$ cat src/rtl/mcg_map.svh
// Register offsets, field positions, reset values and loop limits
`ifndef MCG_MAP_SVH
`define MCG_MAP_SVH
`define MCG_CFG_ADDR 8'h00
`define MCG_SYS_ADDR 8'h04
`define MCG_STAT_ADDR 8'h08
`define MCG_SRC_LSB 0
`define MCG_IDIV_LSB 2
`define MCG_ODIV_LSB 4
`define MCG_MUL_LSB 8
`define MCG_VB_LSB 13
`define MCG_SRC_LOOP 2'h3
`define MCG_VB_RSVD 2'h3
`define MCG_IDIV_MAX 2'h3
`define MCG_ODIV_MAX 4'hE
`define MCG_CFG_RST 15'h0000
`define MCG_VPER_RST 16'h0008
`define MCG_VB0_LO 16'h0006
`define MCG_VB0_HI 16'h0100
`define MCG_VB1_LO 16'h0004
`define MCG_VB1_HI 16'h00C0
`define MCG_VB2_LO 16'h0002
`define MCG_VB2_HI 16'h0080
`endif

$ cat src/rtl/mcg_pkg.sv
// Types shared by the master clock generator
package mcg_pkg;
    typedef struct packed {
        logic [1:0] src;
        logic [1:0] idiv;
        logic [3:0] odiv;
        logic [4:0] mul;
        logic [1:0] vband;
    } mcg_cfg_t;

    typedef enum logic [1:0] {
        LS_BYPASS,
        LS_ACQUIRE,
        LS_LOCKED
    } mcg_lock_t;

    typedef struct packed {
        logic master_tick;
        logic cpu_tick;
        logic sys_tick;
        logic master_lvl;
    } mcg_clk_t;
endpackage : mcg_pkg

$ cat src/rtl/mcg_top.sv
// Master clock generator with bypass prescalers and digital loop
// Functional notes
// - Two-bit source field: upper bit zero bypasses, both bits set runs loop.
// - Bypass master rate is oscillator over (idiv+1) times (odiv+1).
// - With both dividers zero, bypass passes oscillator level straight through.
// - Input divider limited to 3, output divider limited to 14.
// - Loop master rate is oscillator times (mul+1) over divider product.
// - Loop adjusts its period by one step at a time, never abruptly.
// - Loop master clock is VCO ticks divided by odiv+1.
// - Two-bit VCO band selects period range; pattern 11 is reserved.
// - CPU clock runs at master rate or half, set by one bit.
// - CPU and bus unit use CPU clock; system clock has same rate.
`timescale 1ns/10ps
`include "mcg_map.svh"
module mcg_top (
    // Clock and reset
    input wire logic CLOCK,
    input wire logic SRST,
    // AHB-Lite slave
    input wire logic HSEL,
    input wire logic [7:0] HADDR,
    input wire logic [1:0] HTRANS,
    input wire logic HWRITE,
    input wire logic [2:0] HSIZE,
    input wire logic [31:0] HWDATA,
    input wire logic HREADY,
    output logic [31:0] HRDATA,
    output logic HREADYOUT,
    output logic HRESP,
    // Oscillator
    input wire logic OSC_IN,
    // Generated clocks
    output logic MASTER_CLK,
    output logic MASTER_TICK,
    output logic CPU_TICK,
    output logic SYS_TICK,
    output logic LOCKED
);
    mcg_pkg::mcg_cfg_t cfg_q, cfg_d;
    logic halve_q, halve_d;
    logic wr_pend_q, wr_pend_d;
    logic [7:0] wr_addr_q, wr_addr_d;
    logic [31:0] rdata_q, rdata_d;

    logic osc_q, osc_d;
    logic [1:0] ref_cnt_q, ref_cnt_d;
    logic [15:0] vper_q, vper_d;
    logic [15:0] vcnt_q, vcnt_d;
    logic [3:0] ocnt_q, ocnt_d;
    logic [15:0] tcount_q, tcount_d;
    logic phase_q, phase_d;
    mcg_pkg::mcg_lock_t lock_q, lock_d;
    mcg_pkg::mcg_clk_t clk_q, clk_d;
    logic locked_q, locked_d;

    logic osc_rise;
    logic ref_tick;
    logic vco_tick;
    logic pass_thru;
    logic loop_mode;
    logic [15:0] vlo;
    logic [15:0] vhi;
    logic [15:0] want;
    logic [15:0] wdiv;

    // Bus and register group
    always_comb begin
        cfg_d = cfg_q;
        halve_d = halve_q;
        rdata_d = rdata_q;
        wr_pend_d = 1'b0;
        wr_addr_d = wr_addr_q;
        wdiv = 16'h0000;
        if (wr_pend_q) begin
            if (wr_addr_q == `MCG_CFG_ADDR) begin
                cfg_d.src = HWDATA[`MCG_SRC_LSB +: 2];
                cfg_d.idiv = HWDATA[`MCG_IDIV_LSB +: 2];
                wdiv = {12'h000, HWDATA[`MCG_ODIV_LSB +: 4]};
                // Out-of-range divider clamps to the slowest ratio
                cfg_d.odiv = (wdiv[3:0] > `MCG_ODIV_MAX) ?
                    `MCG_ODIV_MAX : wdiv[3:0];
                cfg_d.mul = HWDATA[`MCG_MUL_LSB +: 5];
                // Reserved band pattern is ignored, old band kept
                if (HWDATA[`MCG_VB_LSB +: 2] != `MCG_VB_RSVD) begin
                    cfg_d.vband = HWDATA[`MCG_VB_LSB +: 2];
                end
            end else if (wr_addr_q == `MCG_SYS_ADDR) begin
                halve_d = HWDATA[0];
            end
        end
        if (HSEL && HREADY && HTRANS[1]) begin
            wr_pend_d = HWRITE;
            wr_addr_d = HADDR;
            case (HADDR)
                `MCG_CFG_ADDR: rdata_d = {17'h0_0000, cfg_q.vband, cfg_q.mul,
                    cfg_q.odiv, cfg_q.idiv, cfg_q.src};
                `MCG_SYS_ADDR: rdata_d = {31'h0000_0000, halve_q};
                `MCG_STAT_ADDR: rdata_d = {vper_q, 14'h0000,
                    lock_q == mcg_pkg::LS_LOCKED, loop_mode};
                default: rdata_d = 32'h0000_0000;
            endcase
        end
    end

    always_ff @(posedge CLOCK) begin
        if (SRST) begin
            cfg_q <= `MCG_CFG_RST;
            halve_q <= 1'b0;
            wr_pend_q <= 1'b0;
            wr_addr_q <= 8'h00;
            rdata_q <= 32'h0000_0000;
        end else begin
            cfg_q <= cfg_d;
            halve_q <= halve_d;
            wr_pend_q <= wr_pend_d;
            wr_addr_q <= wr_addr_d;
            rdata_q <= rdata_d;
        end
    end

    // Clock generation group
    always_comb begin
        loop_mode = (cfg_q.src == `MCG_SRC_LOOP);
        pass_thru = !cfg_q.src[1] && cfg_q.idiv == 2'h0 &&
            cfg_q.odiv == 4'h0;
        osc_d = OSC_IN;
        osc_rise = OSC_IN && !osc_q;
        ref_cnt_d = ref_cnt_q;
        ref_tick = 1'b0;
        // Input prescaler shared by both modes
        if (osc_rise) begin
            if (ref_cnt_q >= cfg_q.idiv) begin
                ref_cnt_d = 2'h0;
                ref_tick = 1'b1;
            end else begin
                ref_cnt_d = ref_cnt_q + 2'h1;
            end
        end
        case (cfg_q.vband)
            2'h1: begin
                vlo = `MCG_VB1_LO;
                vhi = `MCG_VB1_HI;
            end
            2'h2: begin
                vlo = `MCG_VB2_LO;
                vhi = `MCG_VB2_HI;
            end
            default: begin
                vlo = `MCG_VB0_LO;
                vhi = `MCG_VB0_HI;
            end
        endcase
        want = {11'h000, cfg_q.mul} + 16'h0001;
        vper_d = vper_q;
        vcnt_d = vcnt_q;
        vco_tick = 1'b0;
        tcount_d = tcount_q;
        lock_d = lock_q;
        if (loop_mode) begin
            // Free-running VCO, one tick per vper_q cycles
            if (vcnt_q + 16'h0001 >= vper_q) begin
                vcnt_d = 16'h0000;
                vco_tick = 1'b1;
            end else begin
                vcnt_d = vcnt_q + 16'h0001;
            end
            if (lock_q == mcg_pkg::LS_BYPASS) begin
                lock_d = mcg_pkg::LS_ACQUIRE;
            end
            if (ref_tick) begin
                tcount_d = {15'h0000, vco_tick};
                // Single-step slew keeps the frequency change smooth
                if (tcount_q > want && vper_q < vhi) begin
                    vper_d = vper_q + 16'h0001;
                end else if (tcount_q < want && vper_q > vlo) begin
                    vper_d = vper_q - 16'h0001;
                end
                lock_d = (tcount_q == want) ?
                    mcg_pkg::LS_LOCKED : mcg_pkg::LS_ACQUIRE;
            end else if (vco_tick && tcount_q != 16'hFFFF) begin
                tcount_d = tcount_q + 16'h0001;
            end
        end else begin
            lock_d = mcg_pkg::LS_BYPASS;
            tcount_d = 16'h0000;
            vcnt_d = 16'h0000;
        end
        locked_d = (lock_d == mcg_pkg::LS_LOCKED);
        ocnt_d = ocnt_q;
        clk_d.master_tick = 1'b0;
        // Output prescaler counts VCO ticks or input-prescaled edges
        if (loop_mode ? vco_tick : (ref_tick && !cfg_q.src[1])) begin
            if (ocnt_q >= cfg_q.odiv) begin
                ocnt_d = 4'h0;
                clk_d.master_tick = 1'b1;
            end else begin
                ocnt_d = ocnt_q + 4'h1;
            end
        end
        clk_d.master_lvl = pass_thru ? OSC_IN : clk_d.master_tick;
        phase_d = phase_q;
        if (clk_d.master_tick) begin
            phase_d = !phase_q;
        end
        // Enables only, so a halving change cannot shorten a pulse
        clk_d.cpu_tick = clk_d.master_tick && (!halve_q || phase_q);
        clk_d.sys_tick = clk_d.cpu_tick;
    end

    always_ff @(posedge CLOCK) begin
        if (SRST) begin
            // Track the pin in reset, so a high level is no false edge
            osc_q <= osc_d;
            ref_cnt_q <= 2'h0;
            vper_q <= `MCG_VPER_RST;
            vcnt_q <= 16'h0000;
            ocnt_q <= 4'h0;
            tcount_q <= 16'h0000;
            phase_q <= 1'b0;
            lock_q <= mcg_pkg::LS_BYPASS;
            clk_q <= '0;
            locked_q <= 1'b0;
        end else begin
            osc_q <= osc_d;
            ref_cnt_q <= ref_cnt_d;
            vper_q <= vper_d;
            vcnt_q <= vcnt_d;
            ocnt_q <= ocnt_d;
            tcount_q <= tcount_d;
            phase_q <= phase_d;
            lock_q <= lock_d;
            clk_q <= clk_d;
            locked_q <= locked_d;
        end
    end

    // Outputs straight from flops; HREADYOUT and HRESP are tied to constants
    assign HRDATA = rdata_q;
    assign HREADYOUT = 1'b1;
    assign HRESP = 1'b0;
    assign MASTER_CLK = clk_q.master_lvl;
    assign MASTER_TICK = clk_q.master_tick;
    assign CPU_TICK = clk_q.cpu_tick;
    assign SYS_TICK = clk_q.sys_tick;
    assign LOCKED = locked_q;
endmodule : mcg_top

$ cat config.mk
export PLATFORM = sky130hd
export DESIGN_NAME = mcg_top
export DESIGN_NICKNAME = d
export VERILOG_FILES = /design/src/rtl/mcg_pkg.sv /design/src/rtl/mcg_top.sv
export VERILOG_INCLUDE_DIRS = /design/src /design/src/rtl
export SDC_FILE = /design/constraint.sdc
export NUM_CORES = 1
export LEC_CHECK = 0
export BUFFER_PORTS_ARGS = -buffer_cell sky130_fd_sc_hd__buf_2
export CAP_MARGIN = 25
export CELL_PAD_IN_SITES_DETAIL_PLACEMENT = 0
export CELL_PAD_IN_SITES_GLOBAL_PLACEMENT = 1
export CORE_MARGIN = 2
export CORE_UTILIZATION = 40
export CTS_CLUSTER_SIZE = 12
export DETAILED_ROUTE_END_ITERATION = 12
export PLACE_DENSITY = 0.71
export SLEW_MARGIN = 20
export SYNTH_ARGS = -nofsm -noshare
export SYNTH_HDL_FRONTEND = slang
export SYNTH_SLANG_ARGS = --single-unit
$ cat constraint.sdc
create_clock -name CLOCK -period 11.96 [get_ports CLOCK]
set_clock_uncertainty 0.15 [all_clocks]
set_input_delay 1.196 -clock CLOCK [delete_from_list [all_inputs] [get_ports CLOCK]]
set_output_delay 1.196 -clock CLOCK [all_outputs]
set_load 0.02 [all_outputs]
# ---- Word-level counts from Yosys, hierarchy flattened
# Cells that the tools add are included.
dict set report classes {
  magnitude_cmp 8
  n_mux 22
  addsub 7
  n_reduce_logical 30
  bitwise 3
  n_eq_ne 11
}
# cell n
set op_table {}
lappend op_table {{one-hot mux 32 bit (3 select lines)} 1}
lappend op_table {{adder 16 x 1 -> 16 bit, second input constant} 3}
lappend op_table {{two-way mux 16 bit} 2}
lappend op_table {{one-hot mux 9 bit (2 select lines)} 1}
lappend op_table {{equality test 16 x 6 -> 1 bit} 1}
lappend op_table {{equality test 8 x 3 -> 1 bit, second input constant} 2}
lappend op_table {{greater-or-equal comparator 16 bit} 1}
lappend op_table {{greater-than comparator 16 bit} 1}
lappend op_table {{greater-than comparator 16 x 6 -> 1 bit} 1}
lappend op_table {{zero test 8 bit} 2}
lappend op_table {{< comparator 16 bit} 1}
lappend op_table {{< comparator 16 x 6 -> 1 bit} 1}
lappend op_table {{inequality test 16 bit, second input constant} 1}
lappend op_table {{subtractor 16 x 1 -> 16 bit, second input constant} 1}
lappend op_table {{logical AND 1 bit} 10}
lappend op_table {{two-way mux 1 bit} 10}
lappend op_table {{two-way mux 2 bit} 5}
lappend op_table {{AND reduction 3 bit} 3}
lappend op_table {{equality test 2 bit, second input constant} 4}
lappend op_table {{equality test 8 x 4 -> 1 bit, second input constant} 1}
lappend op_table {{two-way mux 4 bit} 2}
lappend op_table {{adder 5 x 1 -> 6 bit, second input constant} 1}
lappend op_table {{one-hot mux 3 bit (2 select lines)} 1}
lappend op_table {{OR reduction 3 bit} 2}
lappend op_table {{other kinds (15)} 23}
dict set report word_totals {
  register_bits 119
}

# ---- Longest topological paths before layout
dict set report logic_depth {
  word_depth 7
  mapped_depth 17
  mapped_depth_nobuf 17
}

# ---- Worst setup path after synthesis
# OpenSTA, ideal clock, no wires.
dict set report synth_timing {
  path_type {register to register}
  startpoint {reg cfg_q[4] (netlist name)}
  endpoint {reg vper_q[15]}
  t_arrival_ps 3693
  required_time_ps 11740
  period_less_slack_ps 3913
  slack_ps 8047
  setup_ps 70
  stages_incl_launch_ff 16
  path_cell_list {dfxtp_1 > and3_1 > nand3_1 > ha_1 > a2111oi_0 > nand3_1 > o2111a_1 > inv_1 > ha_1 > a21o_1 > a21oi_1 > a21oi_1 > o21a_1 > or3_1 > a21o_1 > a21oi_1}
}
dict set report synth_via {
  elab_chain_cells 5
}
# element line_no
set synth_rtl {}
lappend synth_rtl {{start: declaration} mcg_top.sv:39} ;# mcg_pkg::mcg_cfg_t cfg_q, cfg_d;
lappend synth_rtl {{start signal: assignment} mcg_top.sv:107} ;# cfg_q <= `MCG_CFG_RST;
lappend synth_rtl {{start signal: assignment} mcg_top.sv:113} ;# cfg_q <= cfg_d;
lappend synth_rtl {{adder 5 x 1 -> 6 bit *} mcg_top.sv:153} ;# want = {11'h000, cfg_q.mul} + 16'h0001;
lappend synth_rtl {{greater-than comparator 16 x 6 -> 1 bit / < comparator 16 x 6 -> 1 bit (equally long branches)} {mcg_top.sv:173, mcg_top.sv:175}}
lappend synth_rtl {{logical AND 1 bit, on equally long branches} {mcg_top.sv:173, mcg_top.sv:175}}
lappend synth_rtl {{nonzero test 2 bit (no source line)} -}
lappend synth_rtl {{AND reduction 3 bit (no source line)} -}
lappend synth_rtl {{end signal: assignment} mcg_top.sv:215} ;# vper_q <= `MCG_VPER_RST;
lappend synth_rtl {{end signal: assignment} mcg_top.sv:226} ;# vper_q <= vper_d;
lappend synth_rtl {{end: declaration} mcg_top.sv:47} ;# logic [15:0] vper_q, vper_d;
# Every way passes the cells marked *; elsewhere a longest branch is shown, timed or not.
# A chain may end at the register's enable or synchronous reset.

# ---- Final worst setup path
# Ends and elaborated chain as after synthesis.

==> impl_metrics.ini <==
[cells_and_area]
nFillCells = 1497
multi_input_area_um2 = 3570
diodes = 0
final_nets = 889
seqCellArea_um2 = 2360
area_growth_pct = 18.2
fin_cells = 985
drive_gt1_frac = 0.139
fin_util = 0.483

[global_route]
use_met1 = 0.239
use_met2 = 0.331
grt_antenna_before_repair = 0
grt_use_total = 0.192
grt_busiest_layer = met2
grt_pass1_wl_um = 25200
grt_use_met3 = 0.0482
grt_pass1_vias = 5084
gr-total-overflow = 0
grt_max_degree = 69

[clocking]
cts_root_buf = clkbuf_16
insertion_delay_ps = 420
numClockSinks = 118
cts_setup_buffers = 0
postCtsHoldBufs = 0
clockBufferDepth = 2
cts_tree = done
htree_levels = 4
post_cts.resized_instances = 0
cts_buffers = 17
clkTransAtPathRegs_ps = 60

[synthesis]
async_flop_share = 0
synth.area.mux_share = 0.0419
synth_seq_cells = 118
synth_cell_types = 58
synth-edff-count = 0
synth-simple-area-share = 0.216
ys_seq_area_frac = 0.380
synth_fa_ha_area_frac = 0.110
synth_area_per_cell_um2 = 8.60
syn_area_um2 = 6220
synthCells = 723
synth_warnings = 0
synthFlopType = dfxtp_1
synth_top_family_by_area = simple AND/OR/NAND/NOR gates
synth-compound-area-share = 0.148
synth-xor-area-share = 0.0535

[placement]
dp_slack_ps = 7260
gp_congestion = 0.798
place_inst = 952
numPortBuffers = 65
place_hpwl_um = 11000

[critical_path]
critPathCaptureType = register
critical_path_class = reg -> reg
worstPathCellList = and3_1 > nand3_1 > ha_1 > a2111oi_0 > nand3_1 > o2111a_1 > inv_1 > ha_1 > a21o_1 > a21oi_1 > a21oi_1 > o21a_1 > or3_1 > a21o_1 > a21oi_1
reg2reg_slack_ps = 7240
critPathSlowestCell = a2111oi_0
worstPathArrival_ps = 4920
path_max_fanout = 15
cp-start-kind = register
crit_family = compound AO/OA/AOI/OAI gates
worst_path_most_repeated_cell = a21oi_1
crit_buf_inv = 1
cpPeakStageDelay_ps = 540
critical_path_required_ps = 12160

[sta]
min_period_ps = 4720
finalWorstSetupSlack_ps = 7240
setup_viol = 0
timing.fmax_mhz = 212
slew_headroom = 0.527
rsz0062_at_grt = no
worstMarginPinSlew_ps = 707
maxSlewViolCount = 0
hold_viol_final = 0
fin_crit_sh = 0.394
finalSetupTns_ps = 0

[routing]
first_pass_iters = 4
drtIter0Drc = 230
antenna_violating_nets_post_route = 0
drt_wl_total_um = 15200
via_per_inst = 5.35
drc = 0
dr_total_vias = 5269
routedWlPerCell_um = 15.4

[floorplan]
die_x_um = 129
coreArea_um2 = 15200
rows = 45
start_util = 0.409
io_pins = 90
dieArea_um2 = 16600
die_height_um = 129

[hold_path]
hold_path.class = reg -> reg

[run_status]
outcome = complete, no violations

[power]
ir_worst_vdd_mv = 0.101
p_per_area_nw_per_um2 = 134
leakagePower_nw = 3.02

[flow_run]
drv_cap = 0
[synth_stat cells, drive strengths merged, types with 2 or more instances]
cell / number / area share
a2111oi: 2 / 0.0028
a211oi: 4 / 0.0048
a21boi: 2 / 0.0024
a21o: 12 / 0.014
a21oi: 45 / 0.036
a22oi: 29 / 0.035
a31o: 2 / 0.0028
a31oi: 4 / 0.0040
and2: 5 / 0.0050
and3: 15 / 0.015
and4: 8 / 0.011
buf: 7 / 0.011
clkbuf: 22 / 0.013
conb: 2 / 0.0012
dfxtp: 118 / 0.38
ha: 53 / 0.11
inv: 43 / 0.026
mux2i: 26 / 0.042
nand2: 50 / 0.030
nand2b: 5 / 0.0050
nand3: 26 / 0.021
nand3b: 3 / 0.0036
nand4: 5 / 0.0050
nor2: 93 / 0.056
nor2b: 15 / 0.015
nor3: 15 / 0.012
nor4: 11 / 0.011
nor4b: 2 / 0.0028
o211ai: 4 / 0.0048
o21a: 3 / 0.0036
o21ai: 18 / 0.015
o21bai: 2 / 0.0024
o31ai: 4 / 0.0048
o32ai: 2 / 0.0028
or2: 2 / 0.0020
or3: 8 / 0.0080
or4: 4 / 0.0048
xnor2: 25 / 0.035
xor2: 13 / 0.018
[layout make-up]
type,instances,area share
tap,188,0.0320
timing repair buffer,70,0.0511
sequential,118,0.321
inverter,43,0.0220
clock buffer,20,0.0635
clock inverter,12,0.0238
multi-input combinational,534,0.486
[metrics by stage]
step	power (W)	hold WS [ps]	instance area [µm²]
2_1_floorplan	0.000430	286	6220
3_5_place_dp	0.000442	302	6680
3_3_place_gp	0.000441	297	6680
5_1_grt	0.00102	333	7350
4_1_cts	0.000997	309	7320
6_report	0.000986	308	7350
[registers in the layout, summed over array words and instances, names as in the netlist, 4 cells and up]
signal     cells
vcnt_q        16
tcount_q      16
wr_addr_q      8
ocnt_q         4
vper_q        16
cfg_q         15
HRDATA        31
[cells by family after synthesis]
logic type | after synthesis
simple gates | 272
mux | 26
other cells | 2
xor+xnor | 38
compound gates | 141
buf+inv | 72
fa+ha+maj | 54
flops | 118
[layout by cell type, fill, tap and decap left out, types with 13 or more instances in the layout]
cell type and instances:
inv_1 43, nand3_1 25, o21ai_0 17, ha_1 53
nor3_1 15, dfxtp_1 118, mux2i_1 26, and3_1 15
a21oi_1 45, nand2_1 50, buf_2 65, xor2_1 13
clkbuf_16 17, a22oi_1 29, nor2_1 93, nor2b_1 15
xnor2_1 25
[path summary, 6_finish.rpt]
check / start / cells past startpoint / to
hold / removal: wr_addr_q[4] / 2 / wr_addr_q[4]
setup / recovery: cfg_q[4] / 15 / vper_q[15]
hold reg to reg: wr_addr_q[4] / 2 / wr_addr_q[4]
setup reg to reg: cfg_q[4] / 15 / vper_q[15]
[power breakdown]
group          switching, W  internal (W)
combinational     0.0000225     0.0000134
clock              0.000187      0.000364
sequential       0.00000193      0.000396
total              0.000212      0.000774
[metal layers]
metal | wire [µm] | part of all wire | vias to the layer above
li1 | - | - | 2673
met4 | 144 | 0.0095 | 0
met1 | 7150 | 0.47 | 2491
met2 | 7330 | 0.48 | 95
met5 | 0 | 0 | -
met3 | 573 | 0.038 | 10
[worst reg2reg max path, stage by stage (launching register included)]
cell and delay (ps):
dfxtp_1 410, and3_1 220, nand3_1 120, ha_1 320, a2111oi_0 540, nand3_1 220
o2111a_1 340, inv_1 440, ha_1 400, a21o_1 210, a21oi_1 210, a21oi_1 110
o21a_1 230, or3_1 410, a21o_1 190, a21oi_1 120
No activity file was read; power rests on OpenSTA's default activity.
